<file path="src/verilog/ccu_pkg.sv">
package ccu_pkg;
    // timer range
    localparam logic [15:0] TMR_ZERO = 16'h0000;
    localparam logic [15:0] TMR_MAX  = 16'hFFFF;
    localparam logic [15:0] TMR_ONE  = 16'h0001;
    // register byte offsets (low address byte)
    localparam logic [7:0]  OFF_TMR  = 8'h00;
    localparam logic [7:0]  OFF_FLAG = 8'h04;
    localparam logic [7:0]  OFF_IEN  = 8'h08;
    localparam logic [7:0]  OFF_TCTL = 8'h0C;
    // unit pages: 0x10 ctrl0, 0x14 val0, 0x18 ctrl1, 0x1C val1
    localparam logic [3:0]  UNIT_PAGE    = 4'h1;
    localparam int          UNIT_SEL_BIT = 3;
    localparam int          UNIT_VAL_BIT = 2;
    // field positions
    localparam int          FLG_OVF   = 0;
    localparam int          FLG_UNIT  = 1;
    localparam int          IEN_OVF   = 0;
    localparam int          TCTL_RUN  = 0;
    localparam int          TCTL_EXT  = 1;
    localparam int          NUNITS    = 2;
    localparam int          ADC_UNIT  = 1;
    // capture prescaler terminal counts
    localparam logic [3:0]  PRE_4     = 4'h3;
    localparam logic [3:0]  PRE_16    = 4'hF;
    localparam logic [3:0]  PRE_ZERO  = 4'h0;
    localparam logic [3:0]  PRE_ONE   = 4'h1;
    localparam logic [1:0]  PWM_SEL   = 2'b11;
    // mode field encodings
    typedef enum logic [3:0] {
        M_OFF   = 4'h0,
        M_TOG   = 4'h2,
        M_CAPF  = 4'h4,
        M_CAPR  = 4'h5,
        M_CAP4  = 4'h6,
        M_CAP16 = 4'h7,
        M_CLO   = 4'h8,
        M_CHI   = 4'h9,
        M_SWI   = 4'hA,
        M_SPEV  = 4'hB
    } ccu_mode_t;
    // bus phase states, gray along idle-wait-read
    typedef enum logic [1:0] {
        S_IDLE = 2'b00,
        S_WR   = 2'b01,
        S_RW   = 2'b10,
        S_RD   = 2'b11
    } ccu_ph_t;
endpackage : ccu_pkg

</file>
<file path="src/verilog/ccu_unit_if.sv">
`timescale 1ns/1ps
interface ccu_unit_if;
    logic [7:0]  ctrl;
    logic        wr_val;
    logic [15:0] wdata;
    logic [15:0] tmr;
    logic        pin_in;
    logic [15:0] val;
    logic        irq_set;
    logic        spev;
    logic        pin_out;
    logic        pin_oe;
    modport hub  (output ctrl, wr_val, wdata, tmr, pin_in,
                  input val, irq_set, spev, pin_out, pin_oe);
    modport unit (input ctrl, wr_val, wdata, tmr, pin_in,
                  output val, irq_set, spev, pin_out, pin_oe);
endinterface : ccu_unit_if

</file>
<file path="src/verilog/ccu_unit.sv">
`timescale 1ns/1ps
module ccu_unit (
    input  wire logic clk,    // system clock
    input  wire logic resetn, // async reset, low
    ccu_unit_if.unit  u       // hub side
);
    typedef struct packed {
        logic [15:0] val;
        logic        pin;
        logic        oe;
        logic        prev_in;
        logic [3:0]  pre;
        logic [3:0]  mode_prev;
        logic        eq_prev;
    } ccu_unit_st_t;

    ccu_unit_st_t s_r, s_nxt;
    logic [3:0]   mode;
    logic         ent, rise, fall, hit, irq, spev;

    ////////////////////////////////////////////////////////////////
    // mode behaviour
    always_comb
    begin
        s_nxt = s_r;
        irq = 1'b0;
        spev = 1'b0;
        mode = u.ctrl[3:0];
        ent = mode != s_r.mode_prev;
        rise = u.pin_in & ~s_r.prev_in;
        fall = ~u.pin_in & s_r.prev_in;
        hit = (u.tmr == s_r.val) & ~s_r.eq_prev;
        s_nxt.mode_prev = mode;
        s_nxt.prev_in = u.pin_in;
        s_nxt.eq_prev = u.tmr == s_r.val;
        if (ent)
        begin
            s_nxt.pre = ccu_pkg::PRE_ZERO;
        end
        unique case (mode)
            ccu_pkg::M_OFF:
            begin
                s_nxt.pin = 1'b0;
                s_nxt.oe = 1'b0;
                s_nxt.pre = ccu_pkg::PRE_ZERO;
                s_nxt.eq_prev = 1'b0;
            end
            ccu_pkg::M_TOG:
            begin
                s_nxt.oe = 1'b1;
                if (hit)
                begin
                    s_nxt.pin = ~s_r.pin;
                    irq = 1'b1;
                end
            end
            ccu_pkg::M_CAPF, ccu_pkg::M_CAPR:
            begin
                s_nxt.oe = 1'b0;
                if (mode[0] ? rise : fall)
                begin
                    s_nxt.val = u.tmr;
                    irq = 1'b1;
                end
            end
            ccu_pkg::M_CAP4, ccu_pkg::M_CAP16:
            begin
                s_nxt.oe = 1'b0;
                if (rise && !ent)
                begin
                    // every 4th or 16th rising edge
                    if (s_r.pre == (mode[0] ? ccu_pkg::PRE_16 : ccu_pkg::PRE_4))
                    begin
                        s_nxt.pre = ccu_pkg::PRE_ZERO;
                        s_nxt.val = u.tmr;
                        irq = 1'b1;
                    end
                    else
                    begin
                        s_nxt.pre = s_r.pre + ccu_pkg::PRE_ONE;
                    end
                end
            end
            ccu_pkg::M_CLO, ccu_pkg::M_CHI:
            begin
                s_nxt.oe = 1'b1;
                if (ent)
                begin
                    s_nxt.pin = mode[0];
                end
                else if (hit)
                begin
                    s_nxt.pin = ~mode[0];
                    irq = 1'b1;
                end
            end
            ccu_pkg::M_SWI:
            begin
                s_nxt.oe = 1'b0;
                irq = hit;
            end
            ccu_pkg::M_SPEV:
            begin
                s_nxt.oe = 1'b0;
                irq = hit;
                spev = hit;
            end
            default:
            begin
                if (mode[3:2] == ccu_pkg::PWM_SEL)
                begin
                    // 10-bit duty from value low byte and control bits 5-4
                    s_nxt.oe = 1'b1;
                    s_nxt.pin = u.tmr[9:0] < {s_r.val[7:0], u.ctrl[5:4]};
                end
                else
                begin
                    s_nxt.oe = 1'b0; // reserved codes stay idle
                end
            end
        endcase
        // software write to the value register wins over a capture
        if (u.wr_val)
        begin
            s_nxt.val = u.wdata;
        end
    end

    always_ff @(posedge clk or negedge resetn)
    begin
        if (!resetn)
        begin
            s_r <= '0;
        end
        else
        begin
            s_r <= s_nxt;
        end
    end

    assign u.val = s_r.val;
    assign u.irq_set = irq;
    assign u.spev = spev;
    assign u.pin_out = s_r.pin;
    assign u.pin_oe = s_r.oe;

    ////////////////////////////////////////////////////////////////
    // checks
    a_toggle_pin: assert property (@(posedge clk) disable iff (!resetn)
        (mode == ccu_pkg::M_TOG && hit && $past(mode) == ccu_pkg::M_TOG)
        |=> u.pin_out != $past(u.pin_out))
        else $error("toggle mode did not flip pin");
    a_capture_val: assert property (@(posedge clk) disable iff (!resetn)
        (mode == ccu_pkg::M_CAPR && rise && !u.wr_val) |=> u.val == $past(u.tmr))
        else $error("capture lost timer value");
    a_off_idle: assert property (@(posedge clk) disable iff (!resetn)
        (mode == ccu_pkg::M_OFF) |=> !u.pin_out && !u.pin_oe)
        else $error("disabled unit still drives");
endmodule : ccu_unit

</file>
<file path="src/verilog/ccu_top.sv">
// The AHB-Lite slave port and the register addresses were left to the implementer.
`timescale 1ns/1ps
module ccu_top (
    input  wire logic        clk,        // 100 MHz clock
    input  wire logic        resetn,     // async reset, low
    input  wire logic        hsel,       // slave select
    input  wire logic [31:0] haddr,      // byte address
    input  wire logic [1:0]  htrans,     // transfer type
    input  wire logic        hwrite,     // write when high
    input  wire logic [2:0]  hsize,      // word only
    input  wire logic [31:0] hwdata,     // write data
    input  wire logic        hready,     // bus ready in
    output logic      [31:0] hrdata,     // read data
    output logic             hreadyout,  // slave ready
    output logic             hresp,      // always okay
    input  wire logic [1:0]  ccp_pin_i,  // unit pin levels
    output logic      [1:0]  ccp_pin_o,  // unit pin drive
    output logic      [1:0]  ccp_pin_oe, // unit pin enable
    input  wire logic        tclk_pin,   // external count pin
    input  wire logic        adc_enable, // converter enabled
    output logic             adc_start,  // conversion start pulse
    output logic             timer_irq   // overflow interrupt
);
    typedef struct packed {
        logic [15:0]     tmr;
        logic            ovf;
        logic            ovf_en;
        logic [1:0]      tctl;
        logic [1:0]      uflag;
        logic [1:0][5:0] ctrl;
        logic            adc_go;
        logic [1:0]      sy1;
        logic [1:0]      sy2;
        logic            t1;
        logic            t2;
        logic            t3;
        ccu_pkg::ccu_ph_t ph;
        logic [7:0]      addr;
        logic [31:0]     rdata;
    } ccu_top_st_t;

    ccu_top_st_t s_r, s_nxt;
    ccu_unit_if  uif[ccu_pkg::NUNITS]();
    logic [1:0]  u_irq, u_spev;
    logic [15:0] u_val[ccu_pkg::NUNITS];
    logic        wr, tick, wrap, accept, upage, rsel;

    ////////////////////////////////////////////////////////////////
    // compare/capture units
    genvar g;
    generate
        for (g = 0; g < ccu_pkg::NUNITS; g++)
        begin : g_unit
            ccu_unit u_unit (
                .clk    (clk),
                .resetn (resetn),
                .u      (uif[g])
            );
            // bits 7-6 never reach the unit
            assign uif[g].ctrl = {2'b00, s_r.ctrl[g]};
            assign uif[g].wr_val = wr && upage && s_r.addr[ccu_pkg::UNIT_SEL_BIT] == 1'(g)
                                   && s_r.addr[ccu_pkg::UNIT_VAL_BIT];
            assign uif[g].wdata = hwdata[15:0];
            assign uif[g].tmr = s_r.tmr;
            assign uif[g].pin_in = s_r.sy2[g];
            assign u_val[g] = uif[g].val;
            assign u_irq[g] = uif[g].irq_set;
            assign u_spev[g] = uif[g].spev;
            assign ccp_pin_o[g] = uif[g].pin_out;
            assign ccp_pin_oe[g] = uif[g].pin_oe;
        end
    endgenerate

    assign wr = s_r.ph == ccu_pkg::S_WR;
    assign upage = s_r.addr[7:4] == ccu_pkg::UNIT_PAGE;
    assign rsel = s_r.addr[ccu_pkg::UNIT_SEL_BIT];
    assign accept = hsel && htrans[1] && hready;
    // timer counts on the clock, or on synchronised pin rises
    assign tick = s_r.tctl[ccu_pkg::TCTL_RUN]
                  && (!s_r.tctl[ccu_pkg::TCTL_EXT] || (s_r.t2 && !s_r.t3));
    assign wrap = tick && s_r.tmr == ccu_pkg::TMR_MAX && !(|u_spev);

    ////////////////////////////////////////////////////////////////
    // next state
    always_comb
    begin
        s_nxt = s_r;
        // two-flop synchronisers, third flop for edge detect
        s_nxt.sy1 = ccp_pin_i;
        s_nxt.sy2 = s_r.sy1;
        s_nxt.t1 = tclk_pin;
        s_nxt.t2 = s_r.t1;
        s_nxt.t3 = s_r.t2;
        // register writes; flag clears come first so sets win
        if (wr)
        begin
            if (s_r.addr == ccu_pkg::OFF_FLAG)
            begin
                s_nxt.ovf = s_r.ovf & ~hwdata[ccu_pkg::FLG_OVF];
                s_nxt.uflag = s_r.uflag & ~hwdata[ccu_pkg::FLG_UNIT +: 2];
            end
            if (s_r.addr == ccu_pkg::OFF_IEN)
            begin
                s_nxt.ovf_en = hwdata[ccu_pkg::IEN_OVF];
            end
            if (s_r.addr == ccu_pkg::OFF_TCTL)
            begin
                s_nxt.tctl = hwdata[1:0];
            end
            if (upage && !s_r.addr[ccu_pkg::UNIT_VAL_BIT])
            begin
                s_nxt.ctrl[rsel] = hwdata[5:0];
            end
        end
        // timer: special event reset, else count and wrap
        if (|u_spev)
        begin
            s_nxt.tmr = ccu_pkg::TMR_ZERO;
        end
        else if (tick)
        begin
            s_nxt.tmr = s_r.tmr + ccu_pkg::TMR_ONE;
        end
        if (wrap)
        begin
            s_nxt.ovf = 1'b1;
        end
        s_nxt.uflag = s_nxt.uflag | u_irq;
        s_nxt.adc_go = u_spev[ccu_pkg::ADC_UNIT] && adc_enable;
        // a coinciding software write wins over the reset
        if (wr && s_r.addr == ccu_pkg::OFF_TMR)
        begin
            s_nxt.tmr = hwdata[15:0];
        end
        // bus phases: writes zero wait, reads one wait
        if (accept)
        begin
            s_nxt.addr = haddr[7:0];
            s_nxt.ph = hwrite ? ccu_pkg::S_WR : ccu_pkg::S_RW;
        end
        else if (s_r.ph == ccu_pkg::S_RW)
        begin
            s_nxt.ph = ccu_pkg::S_RD;
        end
        else
        begin
            s_nxt.ph = ccu_pkg::S_IDLE;
        end
        // read data sampled during the wait cycle
        if (s_r.ph == ccu_pkg::S_RW)
        begin
            s_nxt.rdata = '0;
            if (upage)
            begin
                s_nxt.rdata[15:0] = s_r.addr[ccu_pkg::UNIT_VAL_BIT] ? u_val[rsel]
                                    : {10'h000, s_r.ctrl[rsel]};
            end
            else if (s_r.addr == ccu_pkg::OFF_TMR)
            begin
                s_nxt.rdata[15:0] = s_r.tmr;
            end
            else if (s_r.addr == ccu_pkg::OFF_FLAG)
            begin
                s_nxt.rdata[2:0] = {s_r.uflag, s_r.ovf};
            end
            else if (s_r.addr == ccu_pkg::OFF_IEN)
            begin
                s_nxt.rdata[0] = s_r.ovf_en;
            end
            else if (s_r.addr == ccu_pkg::OFF_TCTL)
            begin
                s_nxt.rdata[1:0] = s_r.tctl;
            end
        end
    end

    always_ff @(posedge clk or negedge resetn)
    begin
        if (!resetn)
        begin
            s_r <= '0;
        end
        else
        begin
            s_r <= s_nxt;
        end
    end

    ////////////////////////////////////////////////////////////////
    // outputs
    assign hrdata = s_r.rdata;
    assign hreadyout = s_r.ph != ccu_pkg::S_RW;
    assign hresp = 1'b0;
    assign adc_start = s_r.adc_go;
    assign timer_irq = s_r.ovf & s_r.ovf_en;

    ////////////////////////////////////////////////////////////////
    // checks
    a_timer_wrap: assert property (@(posedge clk) disable iff (!resetn)
        (wrap && !wr) |=> s_r.tmr == ccu_pkg::TMR_ZERO && s_r.ovf)
        else $error("wrap did not zero timer and set flag");
    a_irq_gate: assert property (@(posedge clk) disable iff (!resetn)
        (s_r.ovf && !s_r.ovf_en) |-> !timer_irq)
        else $error("overflow interrupt raised while disabled");
    a_adc_start: assert property (@(posedge clk) disable iff (!resetn)
        adc_start |-> $past(u_spev[ccu_pkg::ADC_UNIT] && adc_enable))
        else $error("conversion start without second unit event");
    a_write_wins: assert property (@(posedge clk) disable iff (!resetn)
        (wr && s_r.addr == ccu_pkg::OFF_TMR && |u_spev) |=> s_r.tmr == $past(hwdata[15:0]))
        else $error("special event beat timer write");
    a_event_reset: assert property (@(posedge clk) disable iff (!resetn)
        (|u_spev && !(wr && s_r.addr == ccu_pkg::OFF_TMR)) |=> s_r.tmr == ccu_pkg::TMR_ZERO)
        else $error("special event did not reset timer");
    a_event_noflag: assert property (@(posedge clk) disable iff (!resetn)
        (|u_spev && !s_r.ovf) |=> !s_r.ovf)
        else $error("special event set overflow flag");
    a_ctrl_zero: assert property (@(posedge clk) disable iff (!resetn)
        (s_r.ph == ccu_pkg::S_RD && upage && !s_r.addr[ccu_pkg::UNIT_VAL_BIT])
        |-> hrdata[7:6] == 2'b00)
        else $error("control bits 7-6 not zero");
    a_flag_sticky: assert property (@(posedge clk) disable iff (!resetn)
        (s_r.ovf && !(wr && s_r.addr == ccu_pkg::OFF_FLAG)) |=> s_r.ovf)
        else $error("overflow flag dropped without clear");
endmodule : ccu_top

</file>
<file path="config.mk">
export PLATFORM = sky130hd
export DESIGN_NAME = ccu_top
export DESIGN_NICKNAME = d
export VERILOG_FILES = /design/src/verilog/ccu_pkg.sv /design/src/verilog/ccu_unit_if.sv /design/src/verilog/ccu_unit.sv /design/src/verilog/ccu_top.sv
export SDC_FILE = /design/constraint.sdc
export NUM_CORES = 1
export LEC_CHECK = 0
export ABC_AREA = 1
export BUFFER_PORTS_ARGS = -buffer_cell sky130_fd_sc_hd__buf_2
export CORE_ASPECT_RATIO = 1.1
export CORE_MARGIN = 2
export CORE_UTILIZATION = 30
export CTS_BUF_LIST = sky130_fd_sc_hd__clkbuf_16
export DETAILED_ROUTE_END_ITERATION = 8
export GPL_TIMING_DRIVEN = 0
export HOLD_SLACK_MARGIN = 0.12
export MAX_ROUTING_LAYER = met4
export PLACE_DENSITY = 0.44
export SYNTH_ARGS = -nofsm -noshare
export SYNTH_HDL_FRONTEND = slang
export SYNTH_SLANG_ARGS = --single-unit
</file>
<file path="constraint.sdc">
create_clock -name clk -period 3.46 [get_ports clk]
set_input_delay 0.173 -clock clk [delete_from_list [all_inputs] [get_ports clk]]
set_output_delay 0.173 -clock clk [all_outputs]
set_load 0.01 [all_outputs]
</file>
# After elaboration in Yosys (flattened, before gate mapping)
# Index checks and enable logic that the tools add are counted.
[classes]
n_addsub = 3
n_mul = 0
n_eq_ne = 44
n_div = 0
magnitude_cmp = 5
reduce_logical = 57
n_bitwise = 26
n_mux = 82
n_shift = 0
[ops]
columns = ["op", "n"]
rows = [
  ["$mux W16", 16],
  ["$pmux W16 S2", 2],
  ["$eq A16 B16 Y1", 2],
  ["$eq A4 B3 Y1 const B", 8],
  ["$eq A4 B4 Y1 const B", 8],
  ["$mux W1", 32],
  ["$mux W4", 8],
  ["$ne A3 B1 Y1 const B", 8],
  ["$lt A10 B10 Y1", 2],
  ["$mux W18", 1],
  ["$mux W6", 3],
  ["$reduce_or A2 Y1", 9],
  ["$logic_and A1 B1 Y1", 17],
  ["$add A16 B1 Y16 const B", 1],
  ["$eq A16 B16 Y1 const B", 1],
  ["$eq A8 B4 Y1 const B", 2],
  ["$pmux W4 S2", 2],
  ["$reduce_and A4 Y1", 4],
  ["$mux W2", 7],
  ["$not A1 Y1", 14],
  ["$reduce_or A7 Y1", 2],
  ["$mux W13", 1],
  ["$bwmux W12", 1],
  ["$mux W12", 1],
  ["other kinds (33)", 65],
]
[totals]
input_bits = 78
output_inout_bits = 40
ram_bits = 0
romBits = 0
n_memories = 0
latchBits = 0
word_cells = 247
reg_bits = 124

# Longest topological paths before layout
[depth]
depth_word = 8
depth_mapped = 14

# Hierarchy
# Synthesis repeated with hierarchy kept, for this count alone.
[unflattened]
hier_cells = 1216
area_unflattened_um2 = 8445.6
[modules_own_cells]
columns = ["mod", "seq_area_each_um2", "cells_each", "n_inst", "area_each_um2"]
rows = [
  ["ccu_top", 1701.6, 509, 1, 3911.3],
  ["ccu_unit at g_unit[1].u_unit", 700.7, 354, 1, 2282.2],
  ["ccu_unit at g_unit[0].u_unit", 700.7, 353, 1, 2252.2],
]

# Least setup slack after synthesis
# Ideal clock, no wire load.
[synth_path]
kind = "register to register"
start = "reg s_r (netlist bit uif[0].tmr[6])"
end = "reg s_r (netlist bit uif[0].tmr[11])"
stages_incl_launch_ff = 12
required_time_ps = 3344
t_arrival_ps = 1581
period_less_slack_ps = 1698
slack_ps = 1762
setup_time_ps = 116
n_path_buf = 2
cell_sequence = "dfrtp_1 -> buf_6 -> xor2_2 -> nor2_2 -> nand2_2 -> nor2_4 -> nand4_4 -> nand2_4 -> inv_4 -> buf_12 -> nand3_1 -> nand2_1"
[synth_between]
elab_chain_cells = 6
word_cells_on_any_way = 12
cone_classes = "add/sub (1); eq/ne (2); mux (5); bitwise (2); reduce/logical (2)"
[synth_rtl]
columns = ["element", "line_no", "source"]
rows = [
  ["from (decl)", "ccu_top.sv:42", "ccu_top_st_t s_r, s_nxt;"],
  ["from (signal assigned)", "ccu_top.sv:185", "s_r <= s_nxt;"],
  ["branches (longest 6 deep; another with $add A16 B1 Y16)", "-", ""],
]
# Several ways; the timed one is not identified. The select of a mux whose other input is x is not followed.
# A chain may end at the register's enable or synchronous reset.

# Final worst setup path
[layout_path]
start = "reg s_r[40] in the netlist's numbering"
end = "out hreadyout"
[layout_between]
elab_chain_cells = 1
[layout_rtl]
columns = ["element", "line_no", "source"]
rows = [
  ["$ne A2 B2 Y1", "ccu_top.sv:192", "assign hreadyout = s_r.ph != ccu_pkg::S_RW;"],
  ["to (decl)", "ccu_top.sv:14", "output logic hreadyout,"],
]
# Every way passes these cells.

==> results.json <==
{
  "r2r_start": "s_r[40]",
  "synthTopCellsByCount": "267 x nand2_1, 124 x dfrtp_1, 104 x inv_1, 104 x o21ai_0, 70 x nor2_1",
  "hold_violations": 0,
  "synth_edf_count": 0,
  "worst_slew_pin_slew_ns": 0.936,
  "hold_end": "s_r[37]",
  "grt_max_degree": 65,
  "io_buffers": 56,
  "crit_family": "buffers and inverters",
  "cts-root-buf": "clkbuf_16",
  "critPathRequiredTime_ns": 3.29,
  "drive_above_1_share": 0.184,
  "num_rows": 63,
  "syn_avg_cell_area_um2": 7.62,
  "hold_class": "in2reg",
  "globalRouteTotalUtil": 0.187,
  "grt_pass1_wl_mm": 39.7,
  "clk_pin_slew_ns": 0.06,
  "min_period_ns": 2.81,
  "max_freq_mhz": 355,
  "critPathMaxStageDelay_ns": 0.72,
  "critPathArrivalTime_ns": 2.64,
  "drtAntennaViolNets": 0,
  "dpl.hpwl_mm": 18.7,
  "ys_seq_elements": 124,
  "synthDistinctLibCells": 53,
  "die_h_um": 176,
  "crit_cells": 4,
  "core-area_mm2": 0.0267,
  "cts_sinks": 124,
  "via_per_inst": 4.58,
  "path_cells": "nor2_1 > clkinv_1 > clkbuf_1 > buf_2",
  "ys_async_sr_fraction": 1.00,
  "min_from": "htrans[1]",
  "slew_viol_final": 0,
  "numCtsBuffers": 17,
  "p_leak_nw": 4.77,
  "endpoint_kind": "output port",
  "clock_latency_ns": 0.42,
  "nNetsFinal": 1284,
  "synth.most_common_cell": "nand2_1",
  "htreeDepth": 4,
  "n_antenna_cell": 0,
  "start_kind": "register",
  "cp_slowest_cell": "nor2_1",
  "ys_warn_count": 0,
  "start_util": 0.303,
  "worstReg2RegEnd": "hrdata[14]",
  "antenna_found_initial": 0,
  "gp_congestion": 0.876,
  "syn_inst": 1063,
  "yosysTopAreaCellShare": 0.383,
  "rsz0062_at_grt": "no",
  "drc": 0,
  "outcome": "completed",
  "synth_area_leaders": "dfrtp_1 38%, nand2_1 12%, o21ai_0 6.4%, inv_1 4.8%, buf_4 4.4%",
  "grt_pass1_vias": 6992,
  "clock_path_buffers": 2,
  "worstRegToRegCells": 5,
  "whs_ns": 0.273,
  "setup_viol": 0,
  "cp.buffers_inverters": 3,
  "post_cts_buffers": 0,
  "grt_overflow": 0,
  "syn_area_mm2": 0.00810,
  "ys.flop_type": "dfrtp_1",
  "setup_ws_ns": 0.647,
  "synth_top_area_cell": "dfrtp_1",
  "crit_type": "reg2out",
  "final_util": 0.365,
  "area_growth_pct": 20.5,
  "cap_violations": 0,
  "route.detailed.wl_per_inst_um": 15.9,
  "fin_skew_ns": 0.0114,
  "min_path_cells": 4,
  "cts_tree": "done",
  "ios": 118,
  "setup-tns-final_ns": 0,
  "min_period_over_period": 0.813,
  "dr_total_vias": 7115,
  "drt_iter0_drc": 457,
  "slew_headroom": 0.374,
  "cp_max_fo": 10,
  "ys_seq_area_frac": 0.383,
  "die_area_mm2": 0.0283,
  "firstDrtPassIters": 5,
  "regToRegSetupSlack_ns": 1.06,
  "powerDensity_mw_per_mm2": 580,
  "wl_mm": 24.7,
  "die_x_um": 161,
  "dp_slack_ns": 1.07,
  "peakVddDrop_v": 0.000369
}
## state kept, by name, summed over array words and instances, names as in the netlist, named ones only
| signal | cells |
|---|---|
| g_unit.u_unit.u.val | 32 |
| g_unit.u_unit.s_r | 20 |
| s_r | 18 |
| hrdata | 16 |
| uif.tmr | 16 |
| s_nxt | 4 |
| g_unit.u_unit.u.pin_oe | 2 |
| g_unit.u_unit.u.pin_out | 2 |
| adc_start | 1 |
| rsel | 1 |
## cells by family (layout without fill, tap and decap cells)
kind of cell | Yosys count | count (layout) | synth area share
buf+inv | 205 | 324 | 0.134
simple gates | 461 | 461 | 0.262
xor+xnor | 36 | 36 | 0.0399
other cells | 1 | 17 | 0.000463
flops | 124 | 124 | 0.383
compound gates | 212 | 212 | 0.144
mux | 3 | 3 | 0.00417
fa+ha+maj | 21 | 21 | 0.0324
## stage by stage
| stage | area (um2) | power [mW] | cells |
|---|---|---|---|
| after floorplan | 8160 | 3.39 | 1079 |
| after global placement | 8890 | 3.96 | 1492 |
| after detailed placement | 8920 | 3.98 | 1493 |
| after CTS | 9760 | 5.73 | 1555 |
| after global routing | 9760 | 6.07 | 1555 |
| final | 9760 | 5.66 | 1555 |
## worst max path at each step
stage / end / slack, ns / startpoint
6_report: hreadyout / 0.65 / s_r[40]
2_1_floorplan: uif[0].tmr[11] / 1.76 / uif[0].tmr[6]
3_5_place_dp: hrdata[14] / 1.07 / s_r[40]
3_3_place_gp: hrdata[13] / 0.35 / resetn
5_1_grt: hreadyout / 0.47 / s_r[40]
4_1_cts: hreadyout / 0.61 / s_r[40]
## worst reg2reg max path: cells and delay by family, from the launching register on
kind,cells,cell delay (ns)
AO/OA/AOI/OAI,2,0.30
AND/OR/NAND/NOR,1,0.72
flip-flops,1,0.39
buffers and inverters,2,0.88
## power by group
part	internal, mW	leakage [nW]	total [mW]	switching (mW)
sequential	1.72	1.34	1.95	0.225
combinational	0.853	3.18	2.03	1.18
clock	0.927	0.255	1.69	0.759
## repair_timing
action,in CTS,in global routing
endpoints found under the hold margin,91,0
resized for setup,0,0
hold buffers,30,0
## per-layer routing
metal / part of all wire / track usage / up-vias
met2: 0.46 / 0.290 / 165
met4: 0.012 / 0.0424 / 0
met5: 0 / - / -
met3: 0.044 / 0.0282 / 22
li1: - / - / 3657
met1: 0.49 / 0.259 / 3271
## cell type report
cell class                 instances  area, um2
sequential                       124       3100
inverter                         118        447
tap                              357        447
timing repair buffer              87        614
clock inverter                    15        116
multi-input combinational        750       3970
fill                            2843      17000
clock buffer                      17        425
buffer                            87        639
## cell usage in the layout, fill, tap and decap left out, types with 18 or more instances in the layout
cell / count
buf_4: 48
nand3_1: 51
inv_1: 104
nand2_1: 267
ha_1: 21
o22ai_1: 22
o21ai_0: 104
buf_2: 64
a21oi_1: 39
dfrtp_1: 124
nor2_1: 70
xnor2_1: 18
dlygate4sd3_1: 30
No activity file was read; power rests on OpenSTA's default activity.
